[src/acr_params.svh]
// Purpose: Named constants of the converter readout control
// Assumes: System clock of 10 MHz
// Notes:   Cycle counts derive from ns times
`ifndef ACR_PARAMS_SVH
`define ACR_PARAMS_SVH

// =====================================================================
// Widths and encodings
`define ACR_RES_W     12
`define ACR_NBITS     4'hc
`define ACR_CNT_W     16
`define ACR_LOW_NIB   4'h0
`define ACR_CH0       2'h0
`define ACR_CH_STEP   2'h1
`define ACR_PIN_W     9

// =====================================================================
// Times and derived cycle counts
`define ACR_CLK_NS       100
`define ACR_START_MIN_NS 40
`define ACR_CONV_NS      15000
`define ACR_SCLK_NS      1100
`define ACR_START_CYC \
    ((`ACR_START_MIN_NS + `ACR_CLK_NS - 1) / `ACR_CLK_NS)
`define ACR_CONV_CYC  (`ACR_CONV_NS / `ACR_CLK_NS)
`define ACR_HALF_CYC  ((`ACR_SCLK_NS / 2) / `ACR_CLK_NS)

`endif

[src/acr_pkg.sv]
// Purpose: Types of the converter readout control
// Assumes: Nothing
// Notes:   Widths follow acr_params.svh
`include "acr_params.svh"

package acr_pkg;

    // =================================================================
    // Result word with the channel it came from
    typedef struct packed {
        logic [`ACR_RES_W-1:0] code;
        logic [1:0]            chan;
    } acr_word_t;

    // Control pins as synchronised
    typedef struct packed {
        logic select_n;
        logic read_convert_n;
        logic half_word_pick;
        logic output_format_pick;
        logic clock_source_pick;
        logic auto_scan;
        logic sleep_req;
        logic chain_in;
        logic shift_clock;
    } acr_pins_t;

    typedef enum logic [1:0] {
        ACR_IDLE,
        ACR_ARM,
        ACR_CONV
    } acr_state_t;

endpackage

[src/acr_sync.sv]
// Purpose: Two-flop synchroniser for a group of pin levels
// Assumes: Inputs are asynchronous levels
// Notes:   Only the second stage is read
`timescale 1ns/1ps
`default_nettype none

module acr_sync #(
    parameter int WIDTH = 1
) (
    input  wire logic             clk_i,
    input  wire logic             rst_i,
    input  wire logic [WIDTH-1:0] d_i,
    output logic      [WIDTH-1:0] q_o
);

    logic [WIDTH-1:0] meta;
    logic [WIDTH-1:0] next_meta;
    logic [WIDTH-1:0] next_q;

    always_comb begin
        next_meta = d_i;
        next_q    = meta;
    end

    always_ff @(posedge clk_i or posedge rst_i) begin
        if (rst_i) begin
            meta <= '0;
            q_o  <= '0;
        end else begin
            meta <= next_meta;
            q_o  <= next_q;
        end
    end

endmodule

`default_nettype wire

[src/acr_buf2.sv]
// Purpose: Two-entry buffer with valid and ready on both sides
// Assumes: Single clock
// Notes:   in_ready_o low only when full
`timescale 1ns/1ps
`default_nettype none

module acr_buf2 #(
    parameter int WIDTH = 8
) (
    input  wire logic             clk_i,
    input  wire logic             rst_i,
    input  wire logic             in_valid_i,
    output logic                  in_ready_o,
    input  wire logic [WIDTH-1:0] in_data_i,
    output logic                  out_valid_o,
    input  wire logic             out_ready_i,
    output logic      [WIDTH-1:0] out_data_o
);

    logic [WIDTH-1:0] mem [2];
    logic [WIDTH-1:0] next_mem [2];
    logic             wr_ptr, rd_ptr, next_wr_ptr, next_rd_ptr;
    logic [1:0]       count, next_count;
    logic             push, pop;

    always_comb begin
        in_ready_o  = (count != 2'h2);
        out_valid_o = (count != 2'h0);
        out_data_o  = mem[rd_ptr];
        push        = in_valid_i && in_ready_o;
        pop         = out_valid_o && out_ready_i;
        next_mem    = mem;
        next_wr_ptr = wr_ptr;
        next_rd_ptr = rd_ptr;
        next_count  = count;
        if (push) begin
            next_mem[wr_ptr] = in_data_i;
            next_wr_ptr      = ~wr_ptr;
        end
        if (pop) begin
            next_rd_ptr = ~rd_ptr;
        end
        if (push && !pop) begin
            next_count = count + 2'h1;
        end else if (pop && !push) begin
            next_count = count - 2'h1;
        end
    end

    always_ff @(posedge clk_i or posedge rst_i) begin
        if (rst_i) begin
            wr_ptr <= 1'b0;
            rd_ptr <= 1'b0;
            count  <= 2'h0;
        end else begin
            wr_ptr <= next_wr_ptr;
            rd_ptr <= next_rd_ptr;
            count  <= next_count;
        end
    end

    always_ff @(posedge clk_i) begin
        mem <= next_mem;
    end

endmodule

`default_nettype wire

[src/acr_ctrl.sv]
// Purpose: Conversion start, busy and result readout of a 12-bit
//          four-channel sampling converter (parallel and serial)
// Assumes: All pins asynchronous to CLK_SYS_I; SAMPLE_I is on-chip
// Notes:   Analog core is modelled by a cycle counter and SAMPLE_I
//
// Contract
// [RULE1] Both start inputs low 40ns starts conversion
// [RULE2] Busy low from start until result stored
// [RULE3] Start requests ignored while busy low
// [RULE4] Host releases a start input before busy rises
// [RULE5] Inputs ORed by level; either may fall first
// [RULE6] Host spaces conversions 25us for acquisition
// [RULE7] Parallel bus driven only selected and reading
// [RULE8] Half pick chooses upper eight or low nibble
// [RULE9] Toggling half pick switches bus contents
// [RULE10] Bus shows new result when busy rises
// [RULE11] Two's complement, serial MSB first
// [RULE12] Internal clock: start shifts previous 12 bits
// [RULE13] Internal clock: busy waits for transmission end
// [RULE14] Select tied low: read_convert_n alone controls
// [RULE15] External clock: chain_in reappears 12 cycles later
// [RULE16] Busy rise loads serial register; clock low
// [RULE17] External read enable sends frame then result
// [RULE18] External read enable activates output, clock shifts
// [RULE19] Continuous scan restarts and transmits each conversion
// [RULE20] Serial mode tri-states per clock source
// [RULE21] Output format high parallel, low serial
// [RULE22] Clock source low internal, high external
// [RULE23] Auto scan steps channels while starts held low; code steps only in serial mode
// [RULE24] Sleep blocks conversions, scan channel returns zero
// [RULE25] Conversion time is a parameterised counter
// [RULE26] Result unknown until first conversion completes
`include "acr_params.svh"
`timescale 1ns/1ps
`default_nettype none

module acr_ctrl #(
    parameter int CONV_CYCLES = `ACR_CONV_CYC
) (
    input  wire logic                  CLK_SYS_I,
    input  wire logic                  RST_I,
    input  wire logic                  SELECT_N_I,
    input  wire logic                  READ_CONVERT_N_I,
    input  wire logic                  HALF_WORD_PICK_I,
    input  wire logic                  OUTPUT_FORMAT_PICK_I,
    input  wire logic                  CLOCK_SOURCE_PICK_I,
    input  wire logic                  AUTO_SCAN_I,
    input  wire logic                  SLEEP_REQ_I,
    input  wire logic                  CHAIN_IN_I,
    input  wire logic                  SHIFT_CLOCK_I,
    input  wire logic [`ACR_RES_W-1:0] SAMPLE_I,
    output logic                       BUSY_N_O,
    output logic      [7:0]            RESULT_BUS_O,
    output logic      [7:0]            RESULT_BUS_OE_O,
    output logic                       SERIAL_OUT_O,
    output logic                       SERIAL_OUT_OE_O,
    output logic                       SHIFT_CLOCK_O,
    output logic                       SHIFT_CLOCK_OE_O,
    output logic                       FRAME_PULSE_O,
    output logic      [1:0]            CHANNEL_O
);
    import acr_pkg::*;

    localparam logic [`ACR_CNT_W-1:0] CONV_N =
        `ACR_CNT_W'(CONV_CYCLES - 1);
    localparam logic [`ACR_CNT_W-1:0] START_N =
        `ACR_CNT_W'(`ACR_START_CYC - 1);
    localparam logic [`ACR_CNT_W-1:0] HALF_N =
        `ACR_CNT_W'(`ACR_HALF_CYC - 1);

    // =================================================================
    // Pin synchronisation
    acr_pins_t pins_raw, pin;

    assign pins_raw = '{select_n:           SELECT_N_I,
                        read_convert_n:     READ_CONVERT_N_I,
                        half_word_pick:     HALF_WORD_PICK_I,
                        output_format_pick: OUTPUT_FORMAT_PICK_I,
                        clock_source_pick:  CLOCK_SOURCE_PICK_I,
                        auto_scan:          AUTO_SCAN_I,
                        sleep_req:          SLEEP_REQ_I,
                        chain_in:           CHAIN_IN_I,
                        shift_clock:        SHIFT_CLOCK_I};

    acr_sync #(
        .WIDTH ($bits(acr_pins_t))
    ) u_sync (
        .clk_i (CLK_SYS_I),
        .rst_i (RST_I),
        .d_i   (pins_raw),
        .q_o   (pin)
    );

    // =================================================================
    // Decoded modes
    logic par_mode, int_ser, ext_ser, start_lvl, read_en;

    always_comb begin
        par_mode  = pin.output_format_pick;                  // [RULE21]
        int_ser   = !par_mode && !pin.clock_source_pick;     // [RULE22]
        ext_ser   = !par_mode && pin.clock_source_pick;      // [RULE22]
        start_lvl = !pin.select_n && !pin.read_convert_n
                    && !pin.sleep_req;             // [RULE1] [RULE5]
        read_en   = !pin.select_n && pin.read_convert_n; // [RULE14]
    end

    // =================================================================
    // Conversion sequencer, serial engines and pin drivers
    acr_state_t              state, next_state;
    logic [`ACR_CNT_W-1:0]   cnt, next_cnt;
    acr_word_t               hold_word, next_hold_word;
    logic [1:0]              chan, next_chan;
    logic [`ACR_RES_W-1:0]   tx_sreg, next_tx_sreg;
    logic [3:0]              tx_left, next_tx_left;
    logic [`ACR_CNT_W-1:0]   div, next_div;
    logic                    sclk, next_sclk;
    logic [`ACR_RES_W-1:0]   ext_sreg, next_ext_sreg;
    logic                    sclk_d, next_sclk_d;
    logic                    read_en_d, next_read_en_d;
    logic                    frame, next_frame;
    logic                    busy, next_busy;
    logic [7:0]              bus, next_bus;
    logic [7:0]              bus_oe, next_bus_oe;
    logic                    sout, next_sout;
    logic                    sout_oe, next_sout_oe;
    logic                    push, in_ready, out_valid, out_ready;
    acr_word_t               out_word;
    acr_word_t               result, next_result;
    logic                    tx_busy, ext_rise;

    acr_buf2 #(
        .WIDTH ($bits(acr_word_t))
    ) u_buf (
        .clk_i       (CLK_SYS_I),
        .rst_i       (RST_I),
        .in_valid_i  (push),
        .in_ready_o  (in_ready),
        .in_data_i   (hold_word),
        .out_valid_o (out_valid),
        .out_ready_i (out_ready),
        .out_data_o  (out_word)
    );

    always_comb begin
        tx_busy  = (tx_left != 4'h0);
        ext_rise = pin.shift_clock && !sclk_d;
        push     = (state == ACR_CONV) && (cnt == '0);
        // Store after transmission, link clock low
        out_ready = !tx_busy
                    && !(ext_ser && pin.shift_clock); // [RULE13] [RULE16]

        next_state     = state;
        next_cnt       = cnt;
        next_hold_word = hold_word;
        next_chan      = chan;
        next_tx_sreg   = tx_sreg;
        next_tx_left   = tx_left;
        next_div       = div;
        next_sclk      = sclk;
        next_ext_sreg  = ext_sreg;
        next_frame     = frame;
        next_result    = result;
        next_sclk_d    = pin.shift_clock;
        next_read_en_d = read_en;

        unique case (state)
            ACR_IDLE: begin
                // Start only with no result pending
                if (start_lvl && !busy) begin        // [RULE3]
                    next_state = ACR_ARM;
                    next_cnt   = START_N;
                end
            end
            ACR_ARM: begin
                if (!start_lvl) begin
                    next_state = ACR_IDLE;
                end else if (cnt == '0) begin         // [RULE1]
                    next_state     = ACR_CONV;
                    next_cnt       = CONV_N;          // [RULE25]
                    next_hold_word = '{code: SAMPLE_I, chan: chan};
                    if (pin.auto_scan && !par_mode) begin
                        next_chan = chan + `ACR_CH_STEP;  // [RULE23]
                    end
                    if (int_ser) begin
                        // Previous result leaves MSB first
                        next_tx_sreg = result.code;   // [RULE12] [RULE19]
                        next_tx_left = `ACR_NBITS;    // [RULE11]
                        next_div     = HALF_N;
                        next_sclk    = 1'b0;
                    end
                end else begin
                    next_cnt = cnt - `ACR_CNT_W'(1);
                end
            end
            ACR_CONV: begin
                if (cnt != '0) begin
                    next_cnt = cnt - `ACR_CNT_W'(1);
                end else if (in_ready) begin
                    next_state = ACR_IDLE;
                end
            end
        endcase

        if (pin.sleep_req && pin.auto_scan) begin
            next_chan = `ACR_CH0;                         // [RULE24]
        end

        // Internal shift clock: 12 pulses, shift on each fall
        if (tx_busy) begin
            if (div == '0) begin
                next_div  = HALF_N;
                next_sclk = !sclk;
                if (sclk) begin
                    next_tx_sreg = {tx_sreg[`ACR_RES_W-2:0], 1'b0};
                    next_tx_left = tx_left - 4'h1;    // [RULE12]
                end
            end else begin
                next_div = div - `ACR_CNT_W'(1);
            end
        end

        // External clock: frame, then chain shift
        if (ext_ser && read_en && !read_en_d) begin
            next_frame = 1'b1;                        // [RULE17]
        end else if (ext_rise) begin
            next_frame = 1'b0;
        end
        if (ext_ser && read_en && ext_rise && !frame) begin
            next_ext_sreg = {ext_sreg[`ACR_RES_W-2:0],
                             pin.chain_in};          // [RULE15] [RULE18]
        end

        // Result store marks the end of busy
        if (out_valid && out_ready) begin
            next_result   = out_word;                 // [RULE2] [RULE10]
            next_ext_sreg = out_word.code;            // [RULE16]
        end

        next_busy = (next_state == ACR_CONV) || push || out_valid
                    || (next_tx_left != 4'h0);         // [RULE2] [RULE13]

        // Parallel bus drivers
        next_bus_oe = {8{par_mode && read_en}};       // [RULE7] [RULE14]
        if (pin.half_word_pick) begin
            next_bus = {next_result.code[3:0], `ACR_LOW_NIB}; // [RULE8]
        end else begin
            next_bus = next_result.code[11:4];        // [RULE8] [RULE9]
        end

        // Serial data pin
        if (ext_ser) begin
            next_sout    = next_ext_sreg[`ACR_RES_W-1];
            next_sout_oe = read_en;                   // [RULE18]
        end else begin
            next_sout    = next_tx_sreg[`ACR_RES_W-1];
            next_sout_oe = int_ser && next_busy;      // [RULE20]
        end
    end

    always_ff @(posedge CLK_SYS_I or posedge RST_I) begin
        if (RST_I) begin
            state     <= ACR_IDLE;
            cnt       <= '0;
            hold_word <= '0;
            chan      <= `ACR_CH0;
            tx_sreg   <= '0;
            tx_left   <= 4'h0;
            div       <= '0;
            sclk      <= 1'b0;
            ext_sreg  <= '0;
            sclk_d    <= 1'b0;
            read_en_d <= 1'b0;
            frame     <= 1'b0;
            busy      <= 1'b0;
            bus_oe    <= 8'h00;
            sout_oe   <= 1'b0;
        end else begin
            state     <= next_state;
            cnt       <= next_cnt;
            hold_word <= next_hold_word;
            chan      <= next_chan;
            tx_sreg   <= next_tx_sreg;
            tx_left   <= next_tx_left;
            div       <= next_div;
            sclk      <= next_sclk;
            ext_sreg  <= next_ext_sreg;
            sclk_d    <= next_sclk_d;
            read_en_d <= next_read_en_d;
            frame     <= next_frame;
            busy      <= next_busy;
            bus_oe    <= next_bus_oe;
            sout_oe   <= next_sout_oe;
        end
    end

    // Result data unknown until the first conversion
    always_ff @(posedge CLK_SYS_I) begin
        result <= next_result;                        // [RULE26]
        bus    <= next_bus;
        sout   <= next_sout;
    end

    // =================================================================
    // Outputs
    always_comb begin
        BUSY_N_O         = !busy;                     // [RULE2]
        RESULT_BUS_O     = bus;
        RESULT_BUS_OE_O  = bus_oe;
        SERIAL_OUT_O     = sout;
        SERIAL_OUT_OE_O  = sout_oe;
        SHIFT_CLOCK_O    = sclk;
        SHIFT_CLOCK_OE_O = int_ser;                   // [RULE20]
        FRAME_PULSE_O    = frame && ext_ser;          // [RULE17]
        CHANNEL_O        = chan;
    end

endmodule

`default_nettype wire

[config.mk]
export PLATFORM = sky130hd
export DESIGN_NAME = acr_ctrl
export DESIGN_NICKNAME = d
export VERILOG_FILES = /design/src/acr_pkg.sv /design/src/acr_sync.sv /design/src/acr_buf2.sv /design/src/acr_ctrl.sv
export VERILOG_INCLUDE_DIRS = /design/src
export SDC_FILE = /design/constraint.sdc
export NUM_CORES = 1
export LEC_CHECK = 0
export BUFFER_PORTS_ARGS = -buffer_cell sky130_fd_sc_hd__clkbuf_2
export CORE_ASPECT_RATIO = 1.4
export CORE_MARGIN = 8
export CORE_UTILIZATION = 25
export CTS_CLUSTER_DIAMETER = 120
export CTS_CLUSTER_SIZE = 28
export DETAILED_ROUTE_END_ITERATION = 10
export GPL_TIMING_DRIVEN = 1
export PLACE_DENSITY = 0.44
export SETUP_SLACK_MARGIN = 0.02
export SLEW_MARGIN = 40
export SYNTH_ARGS = -nofsm -noshare
export SYNTH_HDL_FRONTEND = slang
export SYNTH_HIERARCHICAL = 1
export SYNTH_SLANG_ARGS = --single-unit
[constraint.sdc]
create_clock -name CLK_SYS_I -period 6.09 [get_ports CLK_SYS_I]
set_input_delay 0.609 -clock CLK_SYS_I [delete_from_list [all_inputs] [get_ports CLK_SYS_I]]
set_output_delay 0.609 -clock CLK_SYS_I [all_outputs]
set_load 0.05 [all_outputs]
# Yosys cells after proc, flatten, opt, wreduce, memory -nomap -nowiden
# Index checks and enable logic that the tools add are counted.
# W data, S select, Z words.
[totals]
ff_bits = 158
input_bits = 23
output_inout_bits = 24
word_cells = 170
[op_classes]
n_addsub = 6
magnitude_cmp = 3
eq_ne = 7
n_mux = 58
bitwise = 4
reduce_logical = 63
[ops]
columns = ["operator", "n"]
rows = [
  ["$mux W16", 10],
  ["$mux W12", 9],
  ["$mux W14", 5],
  ["$pmux W16 S3", 1],
  ["$logic_not A16 Y1", 2],
  ["$sub A16 B1 Y16 const B", 2],
  ["$bwmux W28", 1],
  ["$mux W4", 7],
  ["$logic_and A1 B1 Y1", 24],
  ["$mux W2", 12],
  ["$reduce_bool A2 Y1", 12],
  ["$reduce_bool A16 Y1", 1],
  ["$demux W14 S1", 1],
  ["$logic_not A1 Y1", 14],
  ["$mux W1", 10],
  ["$mux W8", 1],
  ["$reduce_and A4 Y1", 2],
  ["$reduce_bool A4 Y1", 2],
  ["$ne A2 B2 Y1 const B", 3],
  ["$pmux W2 S3", 1],
  ["$reduce_and A3 Y1", 2],
  ["$add A2 B1 Y2 const B", 2],
  ["$eq A2 B2 Y1 const B", 2],
  ["$ge A2 B2 Y1 const B", 2],
  ["other kinds (9)", 13],
]

# Depth between registers and ports, before layout
# Gate-level depths: netlist of the first run.
[depth]
ltp_word = 13
ltp_mapped = 11
mapped_depth_nobuf = 11

# Modules after synthesis
# Netlist of the first run, hierarchy kept.
[by_module_without_submodules]
columns = ["module", "n_inst", "cells_per_inst", "area_each_um2", "seq_area_each_um2"]
rows = [
  ["acr_ctrl", 1, 512, 5091.1, 2547.4],
  ["acr_buf2", 1, 63, 1273.7, 940.9],
  ["acr_sync", 1, 19, 454.2, 450.4],
]

# Least setup slack after synthesis of the first run
# Ideal clock, no wire load.
[synth_timing]
kind = "register to register"
from = "register cnt[0]"
to = "register u_buf/mem[14] in the netlist's numbering, enable pin"
setup_time_ns = 0.384
arrival_ns = 1.971
required_ns = 5.706
setup_slack_ns = 3.735
path_stages_with_launch = 8
path_buffers = 0
synth_period_minus_slack_ns = 2.355
cell_sequence = "dfrtp_1 inv_1 ha_1 nor3b_1 nand4_1 nor2_1 nand2_1 nor2_1"
[synth_via]
elab_chain_len = 3
[synth_lines]
columns = ["item", "line", "text"]
rows = [
  ["start, declared", "acr_ctrl.sv:110", "logic [`ACR_CNT_W-1:0] cnt, next_cnt;"],
  ["start signal, assigned", "acr_ctrl.sv:279", "cnt <= next_cnt;"],
  ["$logic_not A16 Y1", "acr_ctrl.sv:147", "push = (state == ACR_CONV) && (cnt == '0);"],
  ["$logic_and A1 B1 Y1", "acr_ctrl.sv:147", ""],
  ["via push", "acr_ctrl.sv:126", "logic push, in_ready, out_valid, out_ready;"],
  ["$logic_and A1 B1 Y1", "acr_buf2.sv:30", "push = in_valid_i && in_ready_o;"],
  ["end signal, assigned", "acr_buf2.sv:63", "mem <= next_mem;"],
  ["end, declared", "acr_buf2.sv:20", "logic [WIDTH-1:0] mem [2];"],
]
# The timed path passes the listed nets, and every way through them passes these cells.
# A chain may end at the register's enable or synchronous reset.

# Worst setup path after layout of the first run
[layout_timing]
from = "register cnt[0]"
to = "register sout, in the netlist SERIAL_OUT_O"
[layout_via]
elab_chain_len = 8
[layout_lines]
columns = ["item", "line", "text"]
rows = [
  ["$logic_not A16 Y1 *", "acr_ctrl.sv:177", "end else if (cnt == '0) begin"],
  ["$mux W12 *", "acr_ctrl.sv:177", ""],
  ["$mux W12 *", "acr_ctrl.sv:175", "if (!start_lvl) begin"],
  ["$mux W12 *", "acr_ctrl.sv:166", "unique case (state)"],
  ["$mux W12", "acr_ctrl.sv:213", "if (sclk) begin"],
  ["$mux W12", "acr_ctrl.sv:210", "if (div == '0) begin"],
  ["$mux W12 *", "acr_ctrl.sv:209", "if (tx_busy) begin"],
  ["$mux W1 *", "acr_ctrl.sv:251", "if (ext_ser) begin"],
  ["via next_sout", "acr_ctrl.sv:124", "logic sout, next_sout;"],
  ["end signal, assigned", "acr_ctrl.sv:300", "sout <= next_sout;"],
  ["end, declared", "acr_ctrl.sv:124", ""],
]
# Mark *: on every way through the listed nets, which the timed path passes. The rest lies on a longest branch.

==> metrics.txt, run 1 <==
status completed; critical path, cell by cell inv_1 > ha_1 > nor3b_1 > and4_1 > nand3_1 > o211a_1 > o2bb2ai_1; root buffer cell clkbuf_16; pwr/cell area 522.5 mW/mm^2; Die Y 208.2 um; CTS tree yes; vias in the first global route 4681; H-tree levels 4; total core area 0.02601 mm^2; setup violators final 0; Synthesized Nets 616; Layout Utilization 0.2960; synthesized instance count 584; sequential power share 0.388; Post-Syn Area 0.006596 mm^2; layout cells sized above 1 0.1940; slew margin rel. 0.4930; Slew @ Worst Pin 0.7584 ns; Hold WS 0.1001 ns; Post-Route WL 14600 um; die area 0.03191 mm^2; slowest stage cell, crit path nand3_1; final hold vios 0; Ys Warns 6; Post-Route Skew 0.01046 ns; CP endpoint kind flop; Post-CTS Resized 0; part of the cycle the worst path needs 0.4788; Num CTS Buffers 17; TritonRoute pass-1 iters 4; TNS Setup 0 ns; Iter 0 DRT Violations 290; Cells after DPL 926; DR WL/cell 15.24 um; Vias 4428; max-cap viol count 0; peak supply drop 0.2192 mV; Mean Syn Cell Area 11.30 um^2; Worst Path Required 6.44 ns; internal power 0.002476 W; Top delay family on crit path simple AND/OR/NAND/NOR gates; routability congestion estimate 0.7931; routed vias/inst 4.622; DR DRC count 0; clk_lat worst skew 0.42 ns; Die X 153.3 um; first-pass GRT wire length 24360 um; most common cell after layout, fill and taps aside dfrtp_1; P_leak 3.484 nW; diodes inserted 0; number of port buffers 46; setup repair after global routing missed its margin no; switching part of the total 0.3846; GRT Util Overall 0.09519; crit path max fanout 14; Crit Path Category flop to flop; Cell Rows 70; I/O pins 47; worst min path class primary input to asynchronous set/reset pin; Area growth syn-to-layout 16.73%; Area after DPL 0.007083 mm^2; CTS max path bufs 2; starting density of the core 0.2536; Reg clk slew, reported paths 0.07 ns; most frequent cells in the layout dfrtp_1 (105), nand2_1 (60), clkbuf_2 (46); grt ovf 0; Slew Limit Fails 0; WP data arrival 3.27 ns; post-layout min period 2.916 ns; origin of the worst setup path cnt[0]; P_sw 0.001547 W; Post-DRT Antenna Nets 0; combinational share of power 0.347; f_max 342.9 MHz; R2R Path Start cnt[0]; slowest cell delay on critical path 0.66 ns; CP Launch Type flop; initial antenna violation count 0; clk sinks 150; largest net degree at the start of global routing 84; Buf/Inv on CP 1; Nets 653; # Post-CTS Setup Buffers 0; Design Area, Final 0.007700 mm^2; Post-DP HPWL 10600 um; Hold Buf Count CTS 0; Non-Filler Instances 958; share of power burned in the clock network 0.265
path summary, 6_finish.rpt:
check / cells past startpoint / slack, ns / end
max: 7 / 3.17 / SERIAL_OUT_O
min: 2 / 0.10 / u_buf/rd_ptr
max reg2reg: 7 / 3.17 / SERIAL_OUT_O
min reg2reg: 0 / 0.35 / u_sync/q_o[2]
max in group asynchronous: 3 / 5.19 / div[9]
min in group CLK_SYS_I: 1 / 0.29 / u_sync/meta[8]
worst reg2reg max path, stage by stage (launching register included):
cell and delay [ns]:
dfrtp_1 0.40, inv_1 0.10, ha_1 0.17, nor3b_1 0.34, and4_1 0.60, nand3_1 0.66
o211a_1 0.47, o2bb2ai_1 0.12
through the flow:
step / worst slack (ns) / total power, W
2_1_floorplan: 3.344 / 0.002640
3_5_place_dp: 3.110 / 0.002999
4_1_cts: 3.110 / 0.004089
6_report: 3.174 / 0.004024
5_1_grt: 2.935 / 0.004314
3_3_place_gp: 3.267 / 0.002948
per-layer routing:
| metal | GRT usage | vias to the layer above | routed length, um |
|---|---|---|---|
| li1 | - | 2156 | - |
| met4 | 0.04175 | 0 | 248 |
| met5 | 0 | - | 0 |
| met2 | 0.1720 | 63 | 7620 |
| met3 | 0.02261 | 12 | 436 |
| met1 | 0.1039 | 2197 | 6295 |
state kept, by name (all words and copies together) (netlist names), 4 cells and up:
signal	cells
RESULT_BUS_O	8
cnt	16
div	16
ext_sreg	12
hold_word	12
result	12
tx_left	4
tx_sreg	12
u_buf/mem	24
u_sync/meta	9
u_sync/q_o	9
power by group through the flow:
stage                     logic (W)  clock network (W)  registers [W]
after CTS                   0.00142            0.00110        0.00157
final                       0.00139            0.00107        0.00156
after global routing        0.00157            0.00114        0.00161
after floorplan             0.00103                  0        0.00161
after detailed placement    0.00142                  0        0.00158
after global placement      0.00137                  0        0.00157
area by class of cell:
class,count,area [um^2]
tap,324,405.4
multi-input combinational,381,2575
fill,2625,18310
sequential,150,3769
clock buffer,22,506.7
timing repair buffer,48,251.5
inverter,23,87.58
clock inverter,10,105.1
(Power assumes the default switching activity.)
==> run 2: changes to the inputs <==
Settings changed: ABC_AREA from default to 1.
Clock period 6.09 ns to 2.7 ns, I/O delays scaled along.
==> metrics.txt, run 2 <==
status completed; Post-DP HPWL 10320 um (-2.7%); Non-Filler Instances 1101 (+15%); routability congestion estimate 0.7778 (-1.9%); post-layout min period 2.418 ns (-0.4975 ns); Cells after DPL 1059 (+14%); layout cells sized above 1 0.1776 (-0.01640); fillers 2669 (+1.7%); most common cell after layout, fill and taps aside nand2_1; peak supply drop 0.4478 mV (+100%); routed vias/inst 4.210 (-8.9%); area of the multi-input gates 0.002317 mm^2 (-10%); starting density of the core 0.2530 (-0.0006253); TritonRoute pass-1 iters 4 (unchanged); CTS tree yes; WP data arrival 2.72 ns (-0.55 ns); Hold WS 0.04391 ns (-0.05621 ns); Vias 4635 (+4.7%); Layout Utilization 0.3007 (+0.004665); Most flops, register u_buf/mem; Post-Route Skew 0.007209 ns (-0.003246 ns); Reg clk slew, reported paths 0.06 ns (about the same); vias in the first global route 4914 (+5.0%); Ys Warns 6 (unchanged); Post-Syn Area 0.006580 mm^2 (-0.25%); die area 0.03184 mm^2 (-0.22%); slew margin rel. 0.5523 (+0.05933); Synthesized Nets 731 (+19%); total core area 0.02601 mm^2 (unchanged); Worst Path Required 3.00 ns (-3.44 ns); clk_lat worst skew 0.42 ns (about the same); Die Y 208.0 um (-0.11%); Slew @ Worst Pin 0.6708 ns (-0.08761 ns); DR WL/cell 12.88 um (-15%); H-tree levels 4 (unchanged); Iter 0 DRT Violations 241 (-17%); Nets 796 (+22%); root buffer cell clkbuf_16; setup violators final 0 (unchanged); f_max 413.5 MHz (+21%); P_leak 3.702 nW (+6.3%); CP endpoint kind flop; max-cap viol count 0 (unchanged); clk sinks 150 (unchanged); initial antenna violation count 0 (unchanged); synthesized instance count 699 (+20%); crit path max fanout 15 (+1); grt ovf 0 (unchanged); CP Launch Type flop; Die X 153.1 um (-0.11%); Post-DRT Antenna Nets 0 (unchanged); Mean Syn Cell Area 9.414 um^2 (-17%); Num CTS Buffers 17 (unchanged); pwr/cell area 1213 mW/mm^2 (+130%); Crit Path Category flop to flop; Area growth syn-to-layout 18.86%; part of the cycle the worst path needs 0.8957 (+0.4169); register area 0.003769 mm^2 (unchanged); first-pass GRT wire length 24330 um (-0.11%); TNS Setup 0 ns (unchanged); final hold vios 0 (unchanged); Post-Route WL 14180 um (-2.9%); # Post-CTS Setup Buffers 0 (unchanged); largest net degree at the start of global routing 45 (-46%); CTS max path bufs 2 (unchanged); Slew Limit Fails 0 (unchanged); I/O pins 47 (unchanged); Regs by FF count u_buf/mem (24), cnt (16), div (16); worst min path class primary input to flop; diodes inserted 0 (unchanged); number of port buffers 46 (unchanged); GRT Util Overall 0.09550 (+0.0003129); DR DRC count 0 (unchanged); most frequent cells in the layout nand2_1 (159), dfrtp_1 (105), inv_1 (79); Worst R2R Setup Slack 0.28 ns (-2.89 ns); setup repair after global routing missed its margin no; post-layout total power 0.009490 W (+140%); max FFs per register 24 (unchanged); Cell Rows 70 (unchanged)
## run 2: changes by cell type in the layout (fill, tap and decap cells not counted), sizes merged, moves of 15 or more
cell	delta
nand2	+101
inv	+64
nor2	+46
mux2i	-21
mux2	-17
nand3	+15
## run 2: final cells by class
cell class | count | share of cell area
multi-input cells | 437 | 0.2963
repair buffers | 67 | 0.05439
clock inverters | 9 | 0.008479
inverters | 91 | 0.04463
clock buffers | 23 | 0.06255
well taps | 324 | 0.05183
flip-flops and latches | 150 | 0.4818
## run 2: stage by stage
step / setup WS, ns / area (um^2)
floorplan: 0.2932 / 6580
global placement: 0.2966 / 7162
detailed placement: 0.2690 / 7166
CTS: 0.2610 / 7821
global route: 0.07021 / 7821
finish: 0.2816 / 7821
## run 2: final timing paths
check,from,end,cells after the start
max,state[1],div[2],11
min,SAMPLE_I[5],hold_word[7],3
max reg2reg,state[1],div[2],11
min reg2reg,u_sync/meta[8],u_sync/q_o[8],0
max in group asynchronous,RST_I,div[6],4
min in group asynchronous,RST_I,u_buf/wr_ptr,3
## run 2: power breakdown
group | total [W] | internal (W) | switching, W
registers | 0.00336 | 0.00296 | 0.000400
clock network | 0.00222 | 0.00128 | 0.000939
logic | 0.00391 | 0.00133 | 0.00258
total | 0.00949 | 0.00557 | 0.00392
## run 2: routing by layer
metal,track usage,vias up,part of all wire
li1,-,2397,-
met1,0.1080,2150,0.45
met2,0.1655,70,0.50
met3,0.02136,18,0.025
met4,0.04962,0,0.020
met5,0,-,0
## run 2: what timing repair did
action,CTS,global route
setup endpoints to repair,0,0
hold buffers,10,0
resized for setup,0,0
hold endpoints to repair,56,0
## run 2: critical path, cell delays in order, from the launching register on
cell,delay (ns)
dfrtp_1,0.40
inv_1,0.10
ha_1,0.22
inv_1,0.11
nor2_1,0.24
nand3_4,0.23
nor2_4,0.35
nor2_2,0.17
inv_2,0.17
nand2_1,0.09
a22oi_1,0.13
o21ai_1,0.09
